==> config.mk <==
export PLATFORM = sky130hd
export DESIGN_NAME = audio_out_unit
export DESIGN_NICKNAME = d
export VERILOG_FILES = /design/src/design/audio_out_pkg.sv /design/src/design/audio_out_unit.sv
export SDC_FILE = /design/constraint.sdc
export NUM_CORES = 1
export LEC_CHECK = 0
export BUFFER_PORTS_ARGS = -buffer_cell sky130_fd_sc_hd__buf_2
export CAP_MARGIN = 10
export CORE_UTILIZATION = 44
export DETAILED_ROUTE_END_ITERATION = 12
export PLACE_DENSITY = 0.64
export SYNTH_ARGS = -nofsm -noshare
export SYNTH_HDL_FRONTEND = slang
export SYNTH_SLANG_ARGS = --single-unit
==> constraint.sdc <==
create_clock -name ref_clk -period 9.6 [get_ports ref_clk]
set_input_delay 0.96 -clock ref_clk [delete_from_list [all_inputs] [get_ports ref_clk]]
set_output_delay 0.96 -clock ref_clk [all_outputs]
set_load 0.02 [all_outputs]
==> src/design/audio_out_pkg.sv <==
// Purpose: constants and state type of the digital audio output unit
// Assumes: one processor clock, word-indexed register port
// Notes: register indices and control bit positions are local choices
// Summary of operation
// - one level interrupt output, interrupt source 25, vector offset 1008E4
// - interrupt high while any event flag and its enable are both set
// - event flags stay set until software writes one to their acknowledge, or rst or soft reset clears them
// - acknowledge removes the flag and its interrupt on the next cycle
// - 32-bit timestamp counter runs every cycle from the core reset
// - counter value caught when an emptied buffer's last bit leaves
// - buffer drained flags set on buffer end, cleared by acknowledge, rst or soft reset
// - bandwidth error set when staging runs dry before memory data arrives
// - starvation set when both buffers drain; switching still goes on
// - buffer-in-use reads one for first buffer, zero for second
// - acknowledge bits read zero; one clears flag, and bits 0 and 1 also mark their buffer refilled
// - powerdown exemption bit keeps the unit running in chip powerdown
// - byte-order bit selects little-endian word assembly, else big-endian
// - format 000 coded, 010 raw lsb first, 011 raw msb first
// - coded mode: biphase mark, preamble, parity, one subframe per word
// - run one starts output; run zero stops after the current word
// - soft reset bit resets all of the unit but the timestamp counter at once
// - rate setting drives the phase accumulator that makes unit intervals
// - two bases and one size; writing them leaves flags alone
// - timestamp register reads the catch for the last emptied buffer
// - little-endian word takes its top byte from a+3, low byte from a
// - coded frame lasts 128 unit intervals, two subframes of 64
// - after the second buffer drains, output returns to the first
// - rst and soft reset clear all fields except buffer-in-use and both ready bits, which come up set
package audio_out_pkg;
	localparam int IRQ_SOURCE = 25;
	localparam logic [31:0] IRQ_VECTOR_OFFSET = 32'h001008E4;
	// register indices
	localparam logic [2:0] REG_STATUS = 3'h0;
	localparam logic [2:0] REG_CONTROL = 3'h1;
	localparam logic [2:0] REG_RATE = 3'h2;
	localparam logic [2:0] REG_BASE1 = 3'h3;
	localparam logic [2:0] REG_BASE2 = 3'h4;
	localparam logic [2:0] REG_SIZE = 3'h5;
	localparam logic [2:0] REG_TSTAMP = 3'h6;
	// control and status bit positions
	localparam int CTL_ACK = 0;
	localparam int CTL_INTEN = 4;
	localparam int CTL_EXEMPT = 8;
	localparam int CTL_LITTLE = 9;
	localparam int CTL_MODE = 10;
	localparam int CTL_RUN = 13;
	localparam int CTL_SRST = 31;
	localparam int STS_IN_USE = 4;
	// format codes and coding constants
	localparam logic [2:0] MODE_CODED = 3'h0;
	localparam logic [2:0] MODE_RAW_LSB = 3'h2;
	localparam logic [2:0] MODE_RAW_MSB = 3'h3;
	localparam logic [5:0] UI_LAST_CODED = 6'h3F;
	localparam logic [5:0] UI_LAST_RAW = 6'h1F;
	localparam logic [4:0] PREAMBLE_SLOTS = 5'h04;
	localparam logic [4:0] PARITY_SLOT = 5'h1F;
	localparam logic [7:0] PRE_B = 8'hE8;
	localparam logic [7:0] PRE_M = 8'hE2;
	localparam logic [7:0] PRE_W = 8'hE4;
	localparam logic [31:0] WORD_BYTES = 32'h00000004;
	typedef struct packed {
		logic [3:0] flags; // drained1, drained2, bandwidth, starvation
		logic in_use;
		logic [1:0] ready;
		logic [3:0] inten;
		logic exempt;
		logic little;
		logic [2:0] mode;
		logic run;
		logic [31:0] rate;
		logic [31:0] base1;
		logic [31:0] base2;
		logic [31:0] size;
		logic [31:0] tstamp;
		logic [31:0] acc;
		logic fsel;
		logic [31:0] foff;
		logic fpend;
		logic [31:0] faddr;
		logic [31:0] stg_word;
		logic stg_valid;
		logic stg_last;
		logic [31:0] sh_word;
		logic sh_valid;
		logic sh_last;
		logic [5:0] ui;
		logic pinv;
		logic line;
		logic [31:0] rdata;
	} unit_state_t;
	// both buffers count as filled at start: software loads them first
	localparam unit_state_t UNIT_RESET = '{in_use: 1'b1, ready: 2'h3,
		default: '0};
endpackage : audio_out_pkg

==> src/design/audio_out_unit.sv <==
// Purpose: status, control, buffer switching and serial output of the
//   digital audio output unit
// Assumes: memory fetch port and register port on the processor clock
// Notes: memory bytes arrive with the byte at address a in bits 7:0
`timescale 1ns/10ps
module audio_out_unit (
	// clock and resets
	input wire logic ref_clk,
	input wire logic rst,
	input wire logic core_reset,
	// register port
	input wire logic reg_sel,
	input wire logic reg_wr,
	input wire logic [2:0] reg_idx,
	input wire logic [31:0] reg_wdata,
	output logic [31:0] reg_rdata,
	// memory fetch
	output logic fetch_req,
	output logic [31:0] fetch_addr,
	input wire logic fetch_ack,
	input wire logic [31:0] fetch_data,
	// chip power
	input wire logic chip_powerdown,
	output logic powered_down,
	// serial line and interrupt
	output logic serial_out,
	output logic irq
);
	import audio_out_pkg::*;

	unit_state_t s_reg;
	unit_state_t s_next;
	logic [31:0] cnt_reg;
	logic [31:0] cnt_next;
	logic wr;
	logic [3:0] ack;
	logic halt;
	logic tick;
	logic [32:0] acc_sum;
	logic mode_ok;
	logic coded;
	logic word_end;
	logic [4:0] slot;
	logic [4:0] bidx;
	logic data_bit;
	logic [7:0] pre;
	logic [2:0] pidx;
	logic [31:0] swapped;
	logic [3:0] set_ev;
	logic drain_first;
	logic [31:0] fbase;
	logic [31:0] foff_inc;

	// write decode and acknowledge pulses
	assign wr = reg_sel & reg_wr;
	assign ack = (wr && reg_idx == REG_CONTROL) ?
		reg_wdata[CTL_ACK +: 4] : 4'h0;

	// powered down unless exempt
	assign halt = chip_powerdown & ~s_reg.exempt;

	// phase accumulator carry marks one unit interval
	assign acc_sum = {1'b0, s_reg.acc} + {1'b0, s_reg.rate};
	assign tick = acc_sum[32];

	// format decode
	assign coded = (s_reg.mode == MODE_CODED);
	assign mode_ok = coded || s_reg.mode == MODE_RAW_LSB ||
		s_reg.mode == MODE_RAW_MSB;

	// end of the word in the shifter
	assign word_end = s_reg.sh_valid & tick &
		(s_reg.ui == (coded ? UI_LAST_CODED : UI_LAST_RAW));

	// byte order of fetched words
	assign swapped = s_reg.little ? fetch_data :
		{fetch_data[7:0], fetch_data[15:8],
		fetch_data[23:16], fetch_data[31:24]};

	// buffer being fetched and next fetch offset
	assign fbase = s_reg.fsel ? s_reg.base2 : s_reg.base1;
	assign foff_inc = s_reg.foff + WORD_BYTES;

	// line level of the coded subframe and raw bit pick
	assign slot = s_reg.ui[5:1];
	assign pidx = s_reg.ui[2:0];
	assign bidx = (s_reg.mode == MODE_RAW_MSB) ?
		~s_reg.ui[4:0] : s_reg.ui[4:0];
	always_comb begin
		case (s_reg.sh_word[1:0])
			2'h0: pre = PRE_B;
			2'h1: pre = PRE_M;
			default: pre = PRE_W;
		endcase
		if (slot == PARITY_SLOT) begin
			data_bit = ^s_reg.sh_word[30:4];
		end else begin
			data_bit = s_reg.sh_word[slot];
		end
	end

	// drain of the buffer now on the line
	assign drain_first = s_reg.in_use;

	// the whole next state
	always_comb begin
		s_next = s_reg;
		set_ev = 4'h0;
		cnt_next = cnt_reg + 32'h00000001;
		// register writes
		if (wr) begin
			if (reg_idx == REG_CONTROL) begin
				s_next.inten = reg_wdata[CTL_INTEN +: 4];
				s_next.exempt = reg_wdata[CTL_EXEMPT];
				s_next.little = reg_wdata[CTL_LITTLE];
				s_next.mode = reg_wdata[CTL_MODE +: 3];
				s_next.run = reg_wdata[CTL_RUN];
			end else if (reg_idx == REG_RATE) begin
				s_next.rate = reg_wdata;
			end else if (reg_idx == REG_BASE1) begin
				s_next.base1 = reg_wdata;
			end else if (reg_idx == REG_BASE2) begin
				s_next.base2 = reg_wdata;
			end else if (reg_idx == REG_SIZE) begin
				s_next.size = reg_wdata;
			end
		end
		// a written one marks that buffer refilled
		if (ack[0]) begin
			s_next.ready[0] = 1'b1;
		end
		if (ack[1]) begin
			s_next.ready[1] = 1'b1;
		end
		if (!halt) begin
			s_next.acc = acc_sum[31:0];
			// fetch request toward memory
			if (!s_reg.fpend && !s_reg.stg_valid && s_reg.run &&
				mode_ok) begin
				s_next.fpend = 1'b1;
				s_next.faddr = fbase + s_reg.foff;
			end
			if (s_reg.fpend && fetch_ack) begin
				s_next.fpend = 1'b0;
				s_next.stg_word = swapped;
				s_next.stg_valid = 1'b1;
				s_next.stg_last = (foff_inc >= s_reg.size);
				if (foff_inc >= s_reg.size) begin
					s_next.foff = 32'h00000000;
					s_next.fsel = ~s_reg.fsel;
				end else begin
					s_next.foff = foff_inc;
				end
			end
			// unit interval stepping and line level
			if (s_reg.sh_valid && tick) begin
				s_next.ui = s_reg.ui + 6'h01;
				if (!coded) begin
					s_next.line = s_reg.sh_word[bidx];
				end else if (slot < PREAMBLE_SLOTS) begin
					if (s_reg.ui == 6'h00) begin
						s_next.pinv = s_reg.line;
						s_next.line = pre[7] ^ s_reg.line;
					end else begin
						s_next.line = pre[~pidx] ^ s_reg.pinv;
					end
				end else if (!s_reg.ui[0] || data_bit) begin
					s_next.line = ~s_reg.line;
				end
			end
			// word finished: buffer drain bookkeeping
			if (word_end && s_reg.sh_last) begin
				s_next.tstamp = cnt_reg;
				s_next.in_use = ~s_reg.in_use;
				if (drain_first) begin
					set_ev[0] = 1'b1;
					s_next.ready[0] = ack[0];
					set_ev[3] = ~(s_reg.ready[1] | ack[1]);
				end else begin
					set_ev[1] = 1'b1;
					s_next.ready[1] = ack[1];
					set_ev[3] = ~(s_reg.ready[0] | ack[0]);
				end
			end
			// next word into the shifter
			if (word_end || !s_reg.sh_valid) begin
				if (s_reg.run && mode_ok && s_reg.stg_valid) begin
					s_next.sh_word = s_reg.stg_word;
					s_next.sh_last = s_reg.stg_last;
					s_next.sh_valid = 1'b1;
					s_next.stg_valid = 1'b0;
					s_next.ui = 6'h00;
				end else begin
					s_next.sh_valid = 1'b0;
					set_ev[2] = word_end & s_reg.run;
				end
			end
		end
		// sticky flags, set wins over acknowledge
		s_next.flags = set_ev | (s_reg.flags & ~ack);
		// register read data
		if (reg_sel && !reg_wr) begin
			if (reg_idx == REG_STATUS) begin
				s_next.rdata = {27'h0, s_reg.in_use, s_reg.flags};
			end else if (reg_idx == REG_CONTROL) begin
				s_next.rdata = {18'h0, s_reg.run, s_reg.mode,
					s_reg.little, s_reg.exempt, s_reg.inten,
					4'h0};
			end else if (reg_idx == REG_RATE) begin
				s_next.rdata = s_reg.rate;
			end else if (reg_idx == REG_BASE1) begin
				s_next.rdata = s_reg.base1;
			end else if (reg_idx == REG_BASE2) begin
				s_next.rdata = s_reg.base2;
			end else if (reg_idx == REG_SIZE) begin
				s_next.rdata = s_reg.size;
			end else if (reg_idx == REG_TSTAMP) begin
				s_next.rdata = s_reg.tstamp;
			end else begin
				s_next.rdata = 32'h00000000;
			end
		end
		// soft reset cuts everything but the timestamp counter at once
		if (wr && reg_idx == REG_CONTROL && reg_wdata[CTL_SRST]) begin
			s_next = UNIT_RESET;
		end
	end

	// state registers
	always_ff @(posedge ref_clk) begin
		if (rst) begin
			s_reg <= UNIT_RESET;
		end else begin
			s_reg <= s_next;
		end
	end

	// timestamp counter follows the core cycle counter reset
	always_ff @(posedge ref_clk) begin
		if (rst || core_reset) begin
			cnt_reg <= 32'h00000000;
		end else begin
			cnt_reg <= cnt_next;
		end
	end

	// outputs
	assign reg_rdata = s_reg.rdata;
	assign fetch_req = s_reg.fpend;
	assign fetch_addr = s_reg.faddr;
	assign serial_out = s_reg.line;
	assign powered_down = halt;
	assign irq = |(s_reg.flags & s_reg.inten);
endmodule : audio_out_unit

==> results of run 1 <==
[path summary, 6_finish.rpt]
| check | startpoint | to | cells after the start |
|---|---|---|---|
| setup / recovery | s_reg[143] | s_reg[144] | 19 |
| hold / removal | fetch_addr[31] | fetch_addr[31] | 2 |
| setup reg to reg | s_reg[143] | s_reg[144] | 19 |
| hold reg to reg | fetch_addr[31] | fetch_addr[31] | 2 |
[placed cells by master (no fill, tap or decap), drive strengths merged, types with 6 or more instances in the layout]
| cell type | synthesis | layout |
|---|---|---|
| nand2 | 452 | 452 |
| dfxtp | 413 | 413 |
| a21oi | 297 | 297 |
| nor2 | 263 | 263 |
| buf | 105 | 167 |
| mux2i | 143 | 143 |
| ha | 96 | 96 |
| xnor2 | 92 | 92 |
| o21ai | 88 | 88 |
| nor3 | 74 | 74 |
| a211oi | 67 | 67 |
| nand3 | 65 | 65 |
| clkbuf | 138 | 59 |
| inv | 53 | 55 |
| mux2 | 51 | 51 |
| xor2 | 49 | 49 |
| a21o | 46 | 46 |
| and3 | 27 | 27 |
| a221oi | 26 | 26 |
| nand4 | 22 | 22 |
| mux4 | 22 | 22 |
| nand2b | 18 | 18 |
| clkinv | 2 | 18 |
| a32o | 15 | 15 |
| or3 | 13 | 13 |
| o21bai | 11 | 11 |
| a31oi | 11 | 11 |
| nor2b | 11 | 11 |
| o21a | 10 | 10 |
| nand3b | 8 | 8 |
| o22ai | 7 | 7 |
| nor3b | 7 | 7 |
| bufinv | 0 | 7 |
| o211ai | 7 | 7 |
| o41ai | 7 | 7 |
| a22o | 6 | 6 |
| a32oi | 6 | 6 |
[power groups by stage]
stage                     clock [W]  sequential, W  combinational [W]
after floorplan                   0        0.00178           0.000148
after global placement            0        0.00178           0.000221
after detailed placement          0        0.00178           0.000223
after CTS                   0.00191        0.00174           0.000224
after global routing        0.00199        0.00175           0.000243
final                       0.00188        0.00175           0.000226
[layout make-up]
cell class / count / area, um2 / share of cell area
multi-input combinational: 2083 / 13390 / 0.5306
sequential: 413 / 8269 / 0.3277
clock buffer: 59 / 1270 / 0.05032
timing repair buffer: 167 / 915.9 / 0.03629
tap: 680 / 850.8 / 0.03371
clock inverter: 26 / 330.3 / 0.01309
inverter: 55 / 206.4 / 0.008180
antenna: 1 / 2.502 / 0.00009916
[per-stage QoR]
stage | setup WS (ns) | utilization | cells
after floorplan | 5.611 | - | 2794
after global placement | 4.876 | 0.4578 | 3397
after detailed placement | 4.757 | 0.4578 | 3397
after CTS | 4.736 | 0.4888 | 3482
after global routing | 4.225 | 0.4889 | 3483
final | 4.690 | 0.4890 | 3484
[cell families after synthesis]
logic type	Yosys count
buffers and inverters	298
other	1
adder cells (fa/ha/maj)	97
XOR/XNOR	141
AO/OA/AOI/OAI	643
AND/OR/NAND/NOR	985
flip-flops	413
multiplexers	216
[critical path: stages (launching register included)]
cell and delay [ns]:
dfxtp_1 0.47, ha_1 0.31, nand3_1 0.16, nor2_1 0.28, and3_1 0.25, and2b_1 0.19
and2b_1 0.23, nand3_1 0.18, nor2_1 0.16, xor2_1 0.08, ha_1 0.30, nand4_1 0.12
nor2_1 0.16, nand3_1 0.13, or3_1 0.42, o211a_1 0.25, o221ai_2 0.28, nor3_2 0.25
buf_4 0.28, a32o_1 0.28
[routing by layer]
layer,share of wire,GRT usage,up-vias
met5,0.00019,0,-
met4,0.034,0.09023,2
met3,0.063,0.03888,118
met2,0.46,0.4032,671
met1,0.44,0.3371,9652
li1,-,-,9703
==> reports/qor.csv, run 1 <==
metric,value,unit
outcome,"finished, final reports clean",
Core ar.,51610,um2
Syn Inst Count,2794,
root buf cell,clkbuf_16,
FP Rows,83,
cts bufs inserted,46,
Synth Net Count,2965,
Lkg Pwr,9.646,nW
synthesized area per cell,8.271,um2
most numerous cell in the Yosys netlist,nand2_1,
die extent in x,231.2,um
first-pass GRT wire length,106.6,mm
# DRC,0,
largest net degree at the start of global routing,207,
mux cell area share after synthesis,0.1082,
NumNets Final,2937,
vias per cell,5.782,
number of synthesized flops with an enable pin,0,
critical path type,flop to flop,
GPL Wtd Cong,0.8981,
via count,20146,
Max Clk Rate,203.7,MHz
crit path DAT,5.39,ns
H-tree Lvls,2,
Final period util,0.5114,
die area,53440,um2
synth cell count leaders,"451 x nand2_1, 413 x dfxtp_1, 296 x a21oi_1",
area grow syn2layout,9.204,%
P per Cell Area,152.7,nW/um2
"Clk Latency, worst-skew pair",0.60,ns
CTS max path bufs,3,
worst clock skew,0.02599,ns
max-slew violations,0,
P_int,0.002923,W
Clock power frac,0.488,
placed cell area,23630,um2
switching pwr,0.0009308,W
Tmin final,4.910,ns
"CTS clk-pin slew, worst paths",0.06,ns
Syn. warnings,0,
Compound-Gate Fraction of Synth Area,0.1754,
final hold slack,0.4496,ns
"Power, Total",0.003854,W
DR iter-0 viols,1667,
initial antenna violation count,2,
TritonCTS clock tree,yes,
flop2flop setup slack,4.69,ns
worst hold path type,flop to flop,
VDD IR-drop max,0.1153,mV
drt pass-1 iters,5,
TritonCTS Sinks,413,
switching share of power,0.2415,
I/O Buffers,141,
Final setup viols,0,
WL final,67.76,mm
CTS Hold Bufs,0,
dpl hpwl,49.31,mm
commonest register cell after synthesis,dfxtp_1,
layout cells sized above 1,0.1302,
register share of total power,0.453,
IO Pins,142,
Max-cap violations,0,
# Post-CTS Setup Buffers,0,
Post-CTS Resized,0,
Filler cells,4858,
CP max FO,18,
Global Route Usage Sum,0.2501,
Initial Utilization,0.4477,
Seq cells post-synth,413,
Final Hold Viols,0,
"area leader, netlist",dfxtp_1,
Max transition margin,0.1704,
die span in y,231.2,um
setup TNS,0,ns
Post-Synth XOR/XNOR Area,0.05344,
RSZ-0062 raised after global routing,false,
CP endpoint kind,flop,
slew at the pin with the worst max-slew slack,1.244,ns
Synth Area in Simple Gates,0.1871,
routed len/inst,19.45,um
Post-Synth Adder-Cell Area,0.05284,
sequential area share after synthesis,0.3578,
largest family of logic cells by synthesized area,simple AND/OR/NAND/NOR gates,
vias in the first global route,18856,
antenna-violating nets left,0,
grt ovf,0,
share of the synthesized area in the top cell type,0.3578,
Mapped Area,23110,um2
Synth area leaders,"dfxtp_1 36%, nand2_1 7.3%, a21oi_1 6.4%",
ys async rst share,0,
Final Instance Area,25240,um2
Crit path required time,10.08,ns
Worst setup SP type,flop,
Cell variety after synth,92,
combinational fraction of design power,0.059,
max reg flops,311,
No activity file was read; power rests on OpenSTA's default activity.
==> run 2, diff against run 1 <==
- clock period: 9.6 -> 4.8 ns (I/O delays scaled with it)
==> run 2 against run 1 <==
  * Critical endpoint is now s_reg[152]
  * Clock skew down 0.00091 ns
  * Flip-flop and latch count unchanged
  * Non-clock buffer count up 13
  * Via count up 0.20%
  * Highest routed layer unchanged
  * Sequential power up 99%
  * Clock power up 110%
==> reports/qor.csv, run 2 (synthesis gave the netlist of run 1 again) <==
metric,value,unit,change
outcome,"finished, final reports clean",,
RSZ-0062 raised after global routing,false,,
DR iter-0 viols,1561,,-6.4%
drt pass-1 iters,7,,+2
global route hottest layer,met2,,
setup TNS,0,ns,unchanged
max-slew violations,0,,unchanged
Tmin final,4.422,ns,-0.4883 ns
worst clock skew,0.02508,ns,-0.0009132 ns
switching share of power,0.2353,,-0.006270
Max Clk Rate,226.2,MHz,+11%
largest net degree at the start of global routing,102,,-51%
P_int,0.005972,W,+100%
register share of total power,0.447,,-0.006
Multi-input gate area,13400,um2,about the same
worst hold path type,primary input to flop,,
VDD IR-drop max,0.2248,mV,+95%
antenna-violating nets left,0,,unchanged
IO Pins,142,,unchanged
NumNets Final,2951,,+0.48%
# DRC,0,,unchanged
slew at the pin with the worst max-slew slack,1.158,ns,-0.08600 ns
fin util,0.4926,,+0.003685
Crit path required time,5.28,ns,-4.80 ns
GPL Wtd Cong,0.9057,,+0.85%
die area,53440,um2,unchanged
Post-CTS Resized,0,,unchanged
Final Hold Viols,0,,unchanged
Clock power frac,0.495,,+0.007
area grow syn2layout,10.03,%,
Final period util,0.9212,,+0.4097
CTS max path bufs,3,,unchanged
cts bufs inserted,47,,+2.2%
# Post-CTS Setup Buffers,0,,unchanged
Final setup viols,0,,unchanged
CTS Hold Bufs,0,,unchanged
GRT met2 Usage,0.4087,,+0.005443
met1 GRT Util,0.3348,,-0.002235
Worst setup SP type,flop,,
TritonCTS Sinks,413,,unchanged
"Clk Latency, worst-skew pair",0.59,ns,about the same
via count,20187,,+0.20%
Global Route Usage Sum,0.2498,,-0.0003182
first-pass GRT wire length,106.4,mm,-0.18%
layout cells sized above 1,0.1349,,+0.004678
vias in the first global route,19103,,+1.3%
"CTS clk-pin slew, worst paths",0.06,ns,about the same
Sequential Area,8270,um2,about the same
crit path DAT,4.90,ns,-0.49 ns
WL final,68.01,mm,+0.37%
FP Rows,83,,unchanged
Core ar.,51610,um2,unchanged
initial antenna violation count,4,,+2
I/O Buffers,141,,unchanged
dpl hpwl,50.02,mm,+1.4%
H-tree Lvls,2,,unchanged
most frequent cells in the layout,"451 x nand2_1, 411 x dfxtp_1, 295 x a21oi_1, 261 x nor2_1, 143 x mux2i_1",,
CP endpoint kind,flop,,
"commonest non-fill, non-tap cell in the layout",nand2_1,,
P per Cell Area,307.1,nW/um2,+100%
combinational fraction of design power,0.058,,about the same
Max-cap violations,0,,unchanged
TritonCTS clock tree,yes,,
die span in y,231.2,um,unchanged
Initial Utilization,0.4477,,unchanged
grt ovf,0,,unchanged
Max transition margin,0.2277,,+0.05734
switching pwr,0.001837,W,+97%
vias per cell,5.771,,-0.20%
critical path type,flop to flop,,
die extent in x,231.2,um,unchanged
CP max FO,26,,+8
max reg flops,311,,unchanged
Lkg Pwr,9.742,nW,+0.99%
root buf cell,clkbuf_16,,
Filler cells,4892,,+0.70%
routing usage on met3,0.03999,,+0.001107
routed len/inst,19.44,um,about the same
## run 2: routing by layer
layer  part of all wire  vias up
met5            0.00054        -
met4              0.027        6
met3              0.057      114
met2               0.46      549
met1               0.45     9789
li1                   -     9729
## run 2: path summary, 6_finish.rpt
path	from	to	slack, ns	cells after the start
worst min register to register	fetch_addr[13]	fetch_addr[13]	0.45	2
worst max register to register	s_reg[147]	s_reg[152]	0.38	17
worst max-delay path	s_reg[147]	s_reg[152]	0.38	17
worst min-delay path	reg_wdata[20]	s_reg[290]	0.18	3
## run 2: critical path, stage by stage (launching register included)
cell and delay [ns]:
dfxtp_1 0.45, and3_1 0.20, and3_1 0.21, nand3_1 0.13
or3_1 0.52, nor3_4 0.25, nand3_1 0.16, xnor2_1 0.16
ha_1 0.30, nand4_1 0.14, nor2_1 0.17, nand3_1 0.12
or3_1 0.44, o211a_1 0.26, o221ai_2 0.18, nor3_2 0.10
buf_6 0.22, a32o_1 0.28
## run 2: power by group through the flow
stage / registers [W] / logic (W) / clock network, W
finish: 0.00349 / 0.000456 / 0.00386
CTS: 0.00349 / 0.000454 / 0.00393
detailed placement: 0.00357 / 0.000451 / 0
global placement: 0.00356 / 0.000448 / 0
floorplan: 0.00355 / 0.000295 / 0
global route: 0.00349 / 0.000492 / 0.00406
## run 2: area by class of cell
type,count,area share
Tap cell,680,0.03346
Multi-Input combinational cell,2083,0.5268
Clock inverter,17,0.009842
Inverter,55,0.008119
Clock buffer,69,0.05590
Sequential cell,413,0.3253
Antenna cell,1,0.00009842
Timing Repair Buffer,180,0.04050
## run 2: per-stage QoR
step / hold slack, ns / setup slack, ns / power, W / area, um2 / instances
after floorplan: 0.4252 / 0.8115 / 0.003848 / 23110 / 2794
after global placement: 0.4361 / 0.3557 / 0.004012 / 23740 / 3411
after detailed placement: 0.4410 / 0.2443 / 0.004017 / 23740 / 3411
after CTS: 0.1486 / 0.2179 / 0.007871 / 25420 / 3497
after global routing: 0.1686 / 0.03451 / 0.008045 / 25430 / 3498
final: 0.1816 / 0.3784 / 0.007809 / 25430 / 3498
==> run 3, diff against run 2 <==
- clock period: 4.8 -> 5.6 ns (I/O delays scaled with it)
==> run 3 against run 2 <==
  * Total power is 17% lower
  * Wire length is 0.47% higher
  * Combinational power is 15% lower
  * Die area stayed put
  * Flip-flop and latch count stayed put
  * First-iteration DRC count is 7.5% higher
  * Non-clock buffer count is 11 lower
  * Global-route usage hardly changed
  * Clock power is 19% lower
  * Highest routed layer unchanged
==> reports/qor.csv, run 3 (synthesis gave the netlist of run 1 again) <==
metric,value,unit,change
Tmin final,4.985,ns,+0.5634 ns
Lkg Pwr,9.622,nW,-1.2%
outcome,"finished, final reports clean",,
die span in y,231.2,um,unchanged
switching share of power,0.2410,,+0.005683
flop2flop setup slack,0.62,ns,+0.24 ns
grt ovf,0,,unchanged
first-pass GRT wire length,106.3,mm,-0.10%
P_int,0.004939,W,-17%
WL final,68.33,mm,+0.47%
combinational fraction of design power,0.060,,+0.002
crit path DAT,5.50,ns,+0.60 ns
Core ar.,51610,um2,unchanged
Min-Delay Path Depth,3,,unchanged
die area,53440,um2,unchanged
most frequent cells in the layout,"451 x nand2_1, 412 x dfxtp_1, 295 x a21oi_1, 261 x nor2_1, 143 x mux2i_1",,
Max Clk Rate,200.6,MHz,-11%
TritonCTS Sinks,413,,unchanged
reg2reg start,s_reg[143],,
"Clk Latency, worst-skew pair",0.59,ns,about the same
antenna-violating nets left,0,,unchanged
Max transition margin,0.1341,,-0.09362
H-tree Lvls,2,,unchanged
"CTS clk-pin slew, worst paths",0.06,ns,about the same
# Post-CTS Setup Buffers,0,,unchanged
Crit path required time,6.12,ns,+0.84 ns
cts bufs inserted,46,,-2.1%
CP endpoint kind,flop,,
Initial Utilization,0.4477,,unchanged
VDD IR-drop max,0.2061,mV,-8.3%
largest net degree at the start of global routing,143,,+40%
register share of total power,0.460,,+0.013
setup TNS,0,ns,unchanged
Final Hold Viols,0,,unchanged
IO Pins,142,,unchanged
die extent in x,231.2,um,unchanged
Filler cells,4875,,-0.35%
drt pass-1 iters,6,,-1
max reg flops,311,,unchanged
Global Route Usage Sum,0.2496,,about the same
slew at the pin with the worst max-slew slack,1.294,ns,+0.1356 ns
CTS Hold Bufs,0,,unchanged
Final setup viols,0,,unchanged
Final period util,0.8902,,-0.03099
switching pwr,0.001568,W,-15%
worst clock skew,0.01962,ns,-0.005459 ns
worst hold path startpoint,reg_wdata[20],,
routed len/inst,19.62,um,+0.93%
worst hold path type,primary input to flop,,
critical path type,flop to flop,,
Max-cap violations,0,,unchanged
FP Rows,83,,unchanged
Worst R2R Path Depth,20,,+3
TritonCTS clock tree,yes,,
Clock power frac,0.481,,-0.014
NumNets Final,2939,,-0.41%
Post-CTS Resized,0,,unchanged
# DRC,0,,unchanged
via count,20184,,-0.015%
area grow syn2layout,9.009,%,
layout cells sized above 1,0.1282,,-0.006727
RSZ-0062 raised after global routing,false,,
CTS max path bufs,3,,unchanged
CP max FO,14,,-46%
RR Endpoint,s_reg[145],,
GPL Wtd Cong,0.9208,,+1.7%
dpl hpwl,49.47,mm,-1.1%
DR iter-0 viols,1678,,+7.5%
initial antenna violation count,4,,unchanged
max-slew violations,0,,unchanged
vias in the first global route,18955,,-0.77%
root buf cell,clkbuf_16,,
Finished Layout Cells,3482,,-0.46%
Sequential Area,8269,um2,about the same
P per Cell Area,258.3,nW/um2,-16%
Min-Delay Endpoint,s_reg[258],,
I/O Buffers,141,,unchanged
vias per cell,5.797,,+0.44%
Post-Place Cells,3400,,-0.32%
"commonest non-fill, non-tap cell in the layout",nand2_1,,
Multi-input gate area,13390,um2,about the same
Worst setup SP type,flop,,
==> run 3: cell types whose count changed in the layout (fill, tap and decap cells not counted), sizes merged <==
cell / delta
buf: -11
bufinv: -1
clkbuf: -5
inv: +1
==> run 3: area by class of cell <==
cell class / instances / area share
Multi-Input combinational cell: 2083 / 0.5316
Sequential cell: 413 / 0.3283
Clock buffer: 64 / 0.05200
Timing Repair Buffer: 169 / 0.03745
Tap cell: 680 / 0.03377
Clock inverter: 17 / 0.008642
Inverter: 55 / 0.008195
Antenna cell: 1 / 0.00009933
==> run 3: stage by stage <==
step,utilization,cell area [um2],hold WS [ns],power [W],worst slack [ns]
final,0.4881,25190,0.2515,0.006507,0.6150
after global routing,0.4880,25190,0.2490,0.006691,0.2760
after CTS,0.4880,25190,0.2215,0.006552,0.6752
after detailed placement,0.4584,23660,0.4434,0.003439,0.7246
after global placement,0.4584,23660,0.4367,0.003434,0.8952
after floorplan,-,23110,0.4252,0.003298,1.611
==> run 3: layer usage <==
metal  GRT usage  up-vias  routed length (um)
met4     0.08878        6                2268
met1      0.3346     9742               30520
li1            -     9693                   -
met3     0.05057      135                4536
met5           0        -                  33
met2      0.3963      608               30980
==> run 3: worst max path at each step <==
stage	startpoint	endpoint	slack, ns
6_report	s_reg[143]	s_reg[145]	0.62
5_1_grt	s_reg[143]	s_reg[145]	0.28
4_1_cts	s_reg[143]	s_reg[145]	0.68
3_5_place_dp	s_reg[143]	s_reg[145]	0.72
3_3_place_gp	s_reg[143]	s_reg[145]	0.90
2_1_floorplan	s_reg[143]	s_reg[155]	1.61
==> run 3: power groups by stage <==
stage                     Combinational (W)  Clock [W]  Sequential, W
after floorplan                    0.000253          0        0.00305
after global placement             0.000380          0        0.00305
after detailed placement           0.000383          0        0.00306
after CTS                          0.000384    0.00318        0.00299
after global routing               0.000417    0.00328        0.00299
final                              0.000388    0.00313        0.00299
==> run 3: critical path, stage by stage, from the launching register on <==
cell and delay (ns):
dfxtp_1 0.45, ha_1 0.30, nand3_1 0.18, nor2_1 0.31
and3_1 0.25, and2b_1 0.20, and2b_1 0.23, nand3_1 0.18
nor2_1 0.18, xor2_1 0.16, ha_1 0.25, nand4_1 0.12
nor2_1 0.08, nand3_1 0.12, or3_1 0.19, o211a_1 0.18
o221ai_2 0.10, nor3_2 0.80, buf_4 0.36, nand3b_1 0.10
a21oi_1 0.16
